File: config.mk
export PLATFORM = sky130hd
export DESIGN_NAME = bsr_regs
export DESIGN_NICKNAME = d
export VERILOG_FILES = /design/src/design/bsr_pkg.sv /design/src/design/bsr_regs.sv
export SDC_FILE = /design/constraint.sdc
export NUM_CORES = 1
export LEC_CHECK = 0
export BUFFER_PORTS_ARGS = -buffer_cell sky130_fd_sc_hd__buf_2
export CAP_MARGIN = 5
export CORE_ASPECT_RATIO = 1.1
export CORE_MARGIN = 4
export CORE_UTILIZATION = 57
export CTS_CLUSTER_SIZE = 12
export DETAILED_ROUTE_END_ITERATION = 8
export GPL_ROUTABILITY_DRIVEN = 0
export PLACE_DENSITY = 0.95
export SLEW_MARGIN = 20
export SYNTH_ARGS = -nofsm -noshare
export SYNTH_HDL_FRONTEND = slang
export SYNTH_SLANG_ARGS = --single-unit
export TNS_END_PERCENT = 5
File: constraint.sdc
create_clock -name clk -period 4.4 [get_ports clk]
set_clock_uncertainty 0.05 [all_clocks]
set_input_delay 0.44 -clock clk [delete_from_list [all_inputs] [get_ports clk]]
set_output_delay 0.44 -clock clk [all_outputs]
set_load 0.02 [all_outputs]
File: src/design/bsr_pkg.sv
// Constants for the bus address and soft reset register bank
// How it works
// - Address field in bits 7..1, read/write
// - Start-up loads address field from strap
// - Bit 0 selects strap or register address
// - Bit 1 resets core and registers, self-clears
// - Full reset restores strap-sampled values
// - Bit 0 pulses logic reset (not core reset), keeps registers, self-clears
// - Reset register resets to 04h, reserved writable
// - Strap fields writable, start value from strap
package bsr_pkg;
    localparam logic [7:0] OWN_ADDR_OFS    = 8'h00;
    localparam logic [7:0] SOFT_RST_OFS    = 8'h01;
    localparam int         ADDR_FIELD_LSB  = 1;
    localparam int         SRC_SEL_BIT     = 0;
    localparam int         FULL_RST_BIT    = 1;
    localparam int         LOGIC_RST_BIT   = 0;
    localparam logic       SRC_SEL_RESET   = 1'b0;
    localparam logic [6:0] ADDR_FIELD_RESET = 7'h00;
    localparam logic [7:0] READ_RESET      = 8'h00;
    localparam logic [7:0] SOFT_RST_RESET  = 8'h04;
    localparam int         CORE_RST_CYCLES = 4;
endpackage : bsr_pkg

File: src/design/bsr_regs.sv
// Own bus address and self-clearing soft reset registers
`timescale 1ns/10ps
module bsr_regs #(
    parameter int RST_CYCLES = bsr_pkg::CORE_RST_CYCLES
) (
    input  wire logic       clk,
    input  wire logic       rst,
    input  wire logic [6:0] addressStrapPin,
    input  wire logic       regWrite,
    input  wire logic       regRead,
    input  wire logic [7:0] regAddr,
    input  wire logic [7:0] regWdata,
    output logic      [7:0] regRdata,
    output logic      [6:0] activeAddress,
    output logic            coreReset,
    output logic            logicReset
);
    // Pulse counter just wide enough for the pulse length
    localparam int CNT_W = $clog2(RST_CYCLES + 1);

    logic             strapTaken_q;
    logic             strapTaken_d;
    logic [6:0]       strapLatch_q;
    logic [6:0]       strapLatch_d;
    logic [6:0]       targetAddressField_q;
    logic [6:0]       targetAddressField_d;
    logic             addressSourceSelect_q;
    logic             addressSourceSelect_d;
    logic [7:0]       softReset_q;
    logic [7:0]       softReset_d;
    logic             fullPend_q;
    logic             fullPend_d;
    logic [CNT_W-1:0] rstCount_q;
    logic [CNT_W-1:0] rstCount_d;
    logic [6:0]       activeAddress_d;
    logic             coreReset_d;
    logic             logicReset_d;
    logic [7:0]       regRdata_d;
    logic             fullRstNow;
    logic             wrAddr;
    logic             wrRst;
    logic             wrFullBit;
    logic             wrLogicBit;
    logic             countBusy;

    // Register write decode
    assign wrAddr     = regWrite && (regAddr == bsr_pkg::OWN_ADDR_OFS);
    assign wrRst      = regWrite && (regAddr == bsr_pkg::SOFT_RST_OFS);
    assign wrFullBit  = wrRst && regWdata[bsr_pkg::FULL_RST_BIT];
    assign wrLogicBit = wrRst && regWdata[bsr_pkg::LOGIC_RST_BIT];
    assign countBusy  = (rstCount_q != '0);

    // Full reset acts one cycle after the write
    assign fullRstNow = fullPend_q;

    // Strap caught once after power-up reset release
    always_comb begin
        strapTaken_d = strapTaken_q;
        strapLatch_d = strapLatch_q;
        if (!strapTaken_q) begin
            strapTaken_d = 1'b1;
            strapLatch_d = addressStrapPin;
        end
    end

    always_ff @(posedge clk) begin
        if (rst) begin
            strapTaken_q <= 1'b0;
            strapLatch_q <= bsr_pkg::ADDR_FIELD_RESET;
        end else begin
            strapTaken_q <= strapTaken_d;
            strapLatch_q <= strapLatch_d;
        end
    end

    // Address source select, cleared by full reset
    always_comb begin
        addressSourceSelect_d = addressSourceSelect_q;
        if (fullRstNow) begin
            addressSourceSelect_d = bsr_pkg::SRC_SEL_RESET;
        end else if (wrAddr) begin
            addressSourceSelect_d = regWdata[bsr_pkg::SRC_SEL_BIT];
        end
    end

    always_ff @(posedge clk) begin
        if (rst) begin
            addressSourceSelect_q <= bsr_pkg::SRC_SEL_RESET;
        end else begin
            addressSourceSelect_q <= addressSourceSelect_d;
        end
    end

    // Target address field; full reset brings back the strap
    always_comb begin
        targetAddressField_d = targetAddressField_q;
        if (!strapTaken_q) begin
            targetAddressField_d = addressStrapPin;
        end else if (fullRstNow) begin
            targetAddressField_d = strapLatch_q;
        end else if (wrAddr) begin
            targetAddressField_d = regWdata[7:1];
        end
    end

    always_ff @(posedge clk) begin
        if (rst) begin
            targetAddressField_q <= bsr_pkg::ADDR_FIELD_RESET;
        end else begin
            targetAddressField_q <= targetAddressField_d;
        end
    end

    // Reserved bits writable; reset bits stored as zero
    always_comb begin
        softReset_d = softReset_q;
        if (fullRstNow) begin
            softReset_d = bsr_pkg::SOFT_RST_RESET;
        end else if (wrRst) begin
            softReset_d = {regWdata[7:2], 2'h0};
        end
    end

    always_ff @(posedge clk) begin
        if (rst) begin
            softReset_q <= bsr_pkg::SOFT_RST_RESET;
        end else begin
            softReset_q <= softReset_d;
        end
    end

    // Full reset request held one cycle
    always_comb begin
        fullPend_d = wrFullBit;
    end

    always_ff @(posedge clk) begin
        if (rst) begin
            fullPend_q <= 1'b0;
        end else begin
            fullPend_q <= fullPend_d;
        end
    end

    // Logic reset pulse length counter; a new write restarts it
    always_comb begin
        rstCount_d = rstCount_q;
        if (wrFullBit || wrLogicBit) begin
            rstCount_d = CNT_W'(RST_CYCLES);
        end else if (countBusy) begin
            rstCount_d = rstCount_q - CNT_W'(1);
        end
    end

    always_ff @(posedge clk) begin
        if (rst) begin
            rstCount_q <= '0;
        end else begin
            rstCount_q <= rstCount_d;
        end
    end

    // Reset outputs to the rest of the core
    always_comb begin
        coreReset_d  = fullRstNow;
        logicReset_d = countBusy || fullRstNow;
    end

    always_ff @(posedge clk) begin
        if (rst) begin
            coreReset <= 1'b0;
        end else begin
            coreReset <= coreReset_d;
        end
    end

    always_ff @(posedge clk) begin
        if (rst) begin
            logicReset <= 1'b0;
        end else begin
            logicReset <= logicReset_d;
        end
    end

    // Address the device answers at
    always_comb begin
        activeAddress_d = strapLatch_q;
        if (addressSourceSelect_q) begin
            activeAddress_d = targetAddressField_q;
        end
    end

    always_ff @(posedge clk) begin
        if (rst) begin
            activeAddress <= bsr_pkg::ADDR_FIELD_RESET;
        end else begin
            activeAddress <= activeAddress_d;
        end
    end

    // Read data held until the next read; reset bits read zero
    always_comb begin
        regRdata_d = regRdata;
        if (regRead) begin
            case (regAddr)
                bsr_pkg::OWN_ADDR_OFS: begin
                    regRdata_d = {targetAddressField_q,
                                  addressSourceSelect_q};
                end
                bsr_pkg::SOFT_RST_OFS: begin
                    regRdata_d = softReset_q;
                end
                default: begin
                    regRdata_d = bsr_pkg::READ_RESET;
                end
            endcase
        end
    end

    always_ff @(posedge clk) begin
        if (rst) begin
            regRdata <= bsr_pkg::READ_RESET;
        end else begin
            regRdata <= regRdata_d;
        end
    end

    // Full reset and register write in one cycle: reset wins
    // Logic-only reset leaves every register untouched
    // Strap latch is only reloaded by the pin reset

endmodule : bsr_regs

==> impl_metrics.env, run 1 <==
export IMPL_ys_seq_area_share_pct=44.7
export IMPL_powerDensity_nw_per_um2=342
export IMPL_hold_path_class="primary input to flip-flop"
export IMPL_fmax_ghz=0.546
export IMPL_start_kind="flip-flop"
export IMPL_met1_usage_pct=23.6
export IMPL_crit_buf_inv=0
export IMPL_vias_per_cell=5.65
export IMPL_min_delay_path_depth=3
export IMPL_synth_area_leaders="dfxtp_1, mux2i_1, nor2_1"
export IMPL_holdPathEnd="strapLatch_q[6]"
export IMPL_start_util_pct=61.1
export IMPL_die_w_um=63.4
export IMPL_timing_worst_setup_path_type="flip-flop to flip-flop"
export IMPL_antenna_found_initial=0
export IMPL_drive_above_1_share_pct=26.3
export IMPL_hold_buffers=0
export IMPL_first_pass_iters=4
export IMPL_ant_nets=0
export IMPL_track_usage_pct=19.9
export IMPL_status="complete, no violations"
export IMPL_grt_overflow=0
export IMPL_ys_ff_latch=43
export IMPL_dp_hpwl_um=2890
export IMPL_hold_viol=0
export IMPL_critPathMaxFanout=22
export IMPL_rsz0062_at_grt="no"
export IMPL_crit_path_max_incr_delay_ps=910
export IMPL_crit_arrival_ps=2060
export IMPL_rows=21
export IMPL_numPortBuffers=43
export IMPL_numClockSinks=43
export IMPL_io_pins=44
export IMPL_synth_cell_types=29
export IMPL_period_share_pct=41.6
export IMPL_reg2reg_depth=2
export IMPL_grt_max_degree=34
export IMPL_setup_viol=0
export IMPL_reg2reg_from="strapTaken_q"
export IMPL_cts_htree_levels=2
export IMPL_synth_fp_nets=229
export IMPL_hold_start="addressStrapPin[6]"
export IMPL_period_minus_slack_ps=1830
export IMPL_cts_root_buf="clkbuf_4"
export IMPL_dpl_cell_area_um2=2120
export IMPL_antenna_cells=0
export IMPL_wl_um=3950
export IMPL_reg2reg_slack_ps=2570
export IMPL_dieHeight_um=69.0
export IMPL_drtIter0Drc=55
export IMPL_synth_top_cell_area_share_pct=44.7
export IMPL_p_leak_nw=0.924
export IMPL_worstPathRequired_ps=4630
export IMPL_avgRoutedWirePerCell_um=14.6
export IMPL_busiest_layer="met2"
export IMPL_clk_latency_ps=350
export IMPL_synthToLayoutAreaGrowth_pct=13.1
export IMPL_cts_setup_buffers=0
export IMPL_ctsResizeCount=0
export IMPL_design_core_area_um2=3150
export IMPL_cp_cell_sequence="o311a_1, mux2i_1"
export IMPL_met3_usage_pct=4.21
export IMPL_rr_endpoint="targetAddressField_q[5]"
export IMPL_dieArea_um2=4380
export IMPL_post_route_drc_count=0
export IMPL_grt_pass1_vias=1495
export IMPL_netlist_area_um2=1930
export IMPL_cts_tree="done"
export IMPL_endpoint_kind="flip-flop"
export IMPL_worst_pin_slew_ps=868
export IMPL_num_fill_cells=248
export IMPL_nets=266
export IMPL_vias=1526
export IMPL_syn_inst=199
export IMPL_cts_buffers=5
export IMPL_synth_avg_cell_area_um2=9.68
export IMPL_slew_headroom_pct=42.0
export IMPL_grt_pass1_wl_um=6720
export IMPL_worst_path_max_delay_cell="dfxtp_1"
export IMPL_ys_warn_count=0
export IMPL_yosys_area_top_type="dfxtp_1"
export IMPL_maxCapViolations=0
export IMPL_cts_reportedPaths_clkPinSlew_ps=120
export IMPL_clk_path_buf_depth=2
export IMPL_crit_family="flip-flops"
export IMPL_vdd_ir_drop_max_v=0.000160
export IMPL_maxSlewViolCount=0
export IMPL_fin_setup_tns_ps=0
export IMPL_final_area_um2=2180
export IMPL_grt_use_met2_pct=35.3
==> flip-flops by register name, summed over array words and instances, names as in the netlist <==
name and cells:
targetAddressField_q 7, coreReset_d 1, logicReset 1, strapTaken_q 1
strapLatch_q 7, softReset_q 6, rstCount_q 3, activeAddress 7
coreReset 1, regRdata 8, addressSourceSelect_q 1
==> routing by layer <==
layer	vias up	share of wire, %
met4	0	1.5
met2	39	50
met1	698	44
met5	-	0
li1	782	-
met3	7	4.3
==> worst min-delay path, stage by stage <==
cell and delay (ps):
buf_2 90, mux2i_1 60, nor2_1 70
==> stage by stage <==
step	power [mW]	setup WS [ps]	instances	hold WS (ps)	utilization (%)
final	0.746	2570	270	275	69.1
after global placement	0.555	2410	263	399	67.3
after detailed placement	0.562	2380	263	408	67.3
after CTS	0.749	2590	270	269	69.1
after floorplan	0.523	2560	199	391	-
after global routing	0.784	2460	270	277	69.1
==> worst max-delay path by stage <==
| stage | slack (ps) | cells after the start | to | from |
|---|---|---|---|---|
| floorplan | 2560 | 5 | targetAddressField_q[0] | regAddr[5] |
| global placement | 2410 | 4 | targetAddressField_q[3] | regAddr[5] |
| detailed placement | 2380 | 4 | targetAddressField_q[5] | regAddr[5] |
| CTS | 2590 | 2 | targetAddressField_q[5] | strapTaken_q |
| global route | 2460 | 2 | targetAddressField_q[1] | strapTaken_q |
| finish | 2570 | 2 | targetAddressField_q[5] | strapTaken_q |
==> cells in the mapped netlist, drive strengths merged <==
master   count
inv          6
mux2         6
nor2        22
mux2i       29
o31ai        6
buf          8
xnor2        1
nand2b       8
or4          1
a21oi       16
o311a        1
nor3         1
and3         3
clkinv       1
dfxtp       43
or4b         1
a211o        8
nand2        9
nand4        8
o21ai        1
nor4b        2
nand3        6
nor4         1
o31a         1
ha           3
clkbuf       6
o2111ai      1
==> logic make-up (layout without fill, tap and decap cells) <==
logic type	count (synthesis)	after routing	synth area share, %
AND/OR/NAND/NOR	62	62	17.2
flip-flops	43	43	44.7
multiplexers	35	35	18.6
AO/OA/AOI/OAI	34	34	11.8
buffers and inverters	21	58	5.32
adder cells (fa/ha/maj)	3	3	1.95
XOR/XNOR	1	1	0.455
==> area by class of cell <==
class	instances	area, um^2	area share, %
repair buffers	44	223	10.2
multi-input cells	135	970	44.5
flip-flops and latches	43	861	39.5
clock inverters	1	5.00	0.230
well taps	34	42.5	1.95
inverters	7	26.3	1.21
clock buffers	6	51.3	2.35
==> power breakdown <==
group | total [mW] | switching [mW] | internal, mW
Clock | 0.193 | 0.119 | 0.0741
Combinational | 0.125 | 0.0666 | 0.0584
Sequential | 0.428 | 0.0165 | 0.411
Total | 0.746 | 0.202 | 0.544
==> layout by cell type (no fill, tap or decap), drive strengths merged, types with 6 or more instances in the layout <==
| master | count |
|---|---|
| nor2 | 22 |
| nand2 | 9 |
| mux2i | 29 |
| inv | 6 |
| clkbuf | 6 |
| buf | 44 |
| nand2b | 8 |
| a211o | 8 |
| a21oi | 16 |
| nand4 | 8 |
| nand3 | 6 |
| mux2 | 6 |
| dfxtp | 43 |
| o31ai | 6 |
Note: power is estimated with default switching activity, not from simulation.
==> run 2: changes to the inputs <==
- ABC_AREA: not set -> 1
- CORE_UTILIZATION: 57 -> 48
- PLACE_DENSITY: 0.95 -> 0.87
- clock period: 4.4 -> 1.56 ns (I/O delays scaled with it)
==> impl_metrics.env, run 2 <==
export IMPL_ys_seq_area_share_pct=44.6
export IMPL_cts_htree_levels=2
export IMPL_vdd_ir_drop_max_v=0.000526
export IMPL_synth_area_leaders="dfxtp_1, nand2_1, nor2_1"
export IMPL_synth_edf_count=0
export IMPL_async_flop_share_pct=0
export IMPL_cts_tree="done"
export IMPL_netlist_area_um2=1930
export IMPL_numClockSinks=43
export IMPL_drive_above_1_share_pct=21.3
export IMPL_first_pass_iters=4
export IMPL_avgRoutedWirePerCell_um=11.3
export IMPL_io_pins=44
export IMPL_synthToLayoutAreaGrowth_pct=17.3
export IMPL_fin_cells=364
export IMPL_rows=23
export IMPL_fin_setup_tns_ps=0
export IMPL_rsz0062_at_grt="no"
export IMPL_ctsResizeCount=0
export IMPL_vias_per_cell=4.86
export IMPL_largest_register_ff_count=8
export IMPL_grt_overflow=0
export IMPL_dieHeight_um=74.5
export IMPL_fmax_ghz=0.746
export IMPL_period_minus_slack_ps=1340
export IMPL_powerDensity_nw_per_um2=1050
export IMPL_num_fill_cells=327
export IMPL_endpoint_kind="flip-flop"
export IMPL_ys_flop_type="dfxtp_1"
export IMPL_p_leak_nw=1.14
export IMPL_ant_nets=0
export IMPL_synth_cell_types=22
export IMPL_clk_latency_ps=300
export IMPL_worstPathRequired_ps=1710
export IMPL_timing_worst_setup_path_type="flip-flop to flip-flop"
export IMPL_worst_pin_slew_ps=559
export IMPL_numPortBuffers=43
export IMPL_antenna_cells=0
export IMPL_wl_um=4120
export IMPL_synth_most_common_cell="nand2_1"
export IMPL_met1_usage_pct=21.4
export IMPL_multiInputGateArea_um2=902
export IMPL_antenna_found_initial=0
export IMPL_dieArea_um2=5100
export IMPL_grt_use_met2_pct=29.7
export IMPL_slew_headroom_pct=62.7
export IMPL_register_area_um2=861
export IMPL_synth_avg_cell_area_um2=7.11
export IMPL_maxSlewViolCount=0
export IMPL_crit_arrival_ps=1490
export IMPL_start_kind="flip-flop"
export IMPL_ys_warn_count=0
export IMPL_drtIter0Drc=102
export IMPL_syn_inst=271
export IMPL_cts_buffers=5
export IMPL_nets=343
export IMPL_grt_pass1_vias=1540
export IMPL_yosys_area_top_type="dfxtp_1"
export IMPL_hold_viol=0
export IMPL_min_delay_path_depth=3
export IMPL_track_usage_pct=17.7
export IMPL_cts_setup_buffers=0
export IMPL_maxCapViolations=0
export IMPL_synth_top_cell_area_share_pct=44.6
export IMPL_grt_max_degree=19
export IMPL_cts_root_buf="clkbuf_8"
export IMPL_reg2reg_depth=5
export IMPL_placed_cells=356
export IMPL_synthTopCellsByCount="nand2_1, nor2_1, dfxtp_1, inv_1, a21oi_1"
export IMPL_hold_buffers=0
export IMPL_final_common_cell="nand2_1"
export IMPL_status="complete, no violations"
export IMPL_met3_usage_pct=4.53
export IMPL_ys_ff_latch=43
export IMPL_vias=1770
export IMPL_period_share_pct=85.9
export IMPL_design_core_area_um2=3770
export IMPL_setup_viol=0
export IMPL_busiest_layer="met2"
export IMPL_synth_fp_nets=301
export IMPL_critPathMaxFanout=10
export IMPL_utilization_pct=60.0
export IMPL_cts_reportedPaths_clkPinSlew_ps=90
export IMPL_regMostFlops="regRdata"
export IMPL_start_util_pct=51.1
export IMPL_hold_path_class="primary input to flip-flop"
export IMPL_dp_hpwl_um=3180
export IMPL_clk_path_buf_depth=2
export IMPL_die_w_um=68.4
export IMPL_post_route_drc_count=0
export IMPL_grt_pass1_wl_um=6750
export IMPL_most_common_layout_cells="nand2_1, nor2_1, dfxtp_1, buf_2, inv_1"
-- run 2: report_power, final --
part | total [mW] | internal (mW) | switching (mW)
clock | 0.714 | 0.320 | 0.395
sequential | 1.23 | 1.18 | 0.0455
combinational | 0.441 | 0.177 | 0.264
-- run 2: routing by layer --
metal  wire length [um]  share of wire [%]  vias up
met2               2020                 49       54
met4                 59                1.4        0
met1               1750                 43      773
li1                   -                  -      936
met3                285                6.9        7
met5                  0                  0        -
-- run 2: layout make-up --
cell class / count / area share [%]
Clock buffer: 5 / 3.04
Sequential cell: 43 / 38.1
Tap cell: 50 / 2.77
Clock inverter: 3 / 1.05
Inverter: 30 / 4.98
Multi-Input combinational cell: 188 / 39.9
Timing Repair Buffer: 45 / 10.2
-- run 2: path summary, 6_finish.rpt --
| check | from | to | slack (ps) |
|---|---|---|---|
| max reg2reg | coreReset_d | targetAddressField_q[4] | 220 |
| max | coreReset_d | targetAddressField_q[4] | 220 |
| min | regWdata[2] | softReset_q[2] | 40 |
| min reg2reg | targetAddressField_q[0] | regRdata[1] | 420 |
-- run 2: cells by family after synthesis --
family / share of synthesized area (%)
compound gates: 13.5
xor+xnor: 0.454
fa+ha+maj: 1.95
buf+inv: 8.57
flops: 44.6
simple gates: 30.9
-- run 2: stage by stage --
stage / instance area [um^2] / setup WS, ps / power [mW] / hold WS (ps)
after floorplan: 1930 / 356 / 1.56 / 219
after detailed placement: 2170 / 259 / 1.70 / 344
after global routing: 2260 / 75.9 / 2.51 / 48.3
after global placement: 2170 / 263 / 1.68 / 338
after CTS: 2260 / 247 / 2.40 / 31.1
final: 2260 / 220 / 2.39 / 35.3
-- run 2: worst max-delay path, stage by stage, from the launching register on --
cell     delay [ps]
dfxtp_1         500
inv_1           190
o21ai_0         190
o21ai_0          90
a21oi_1         150
nor2_1           70
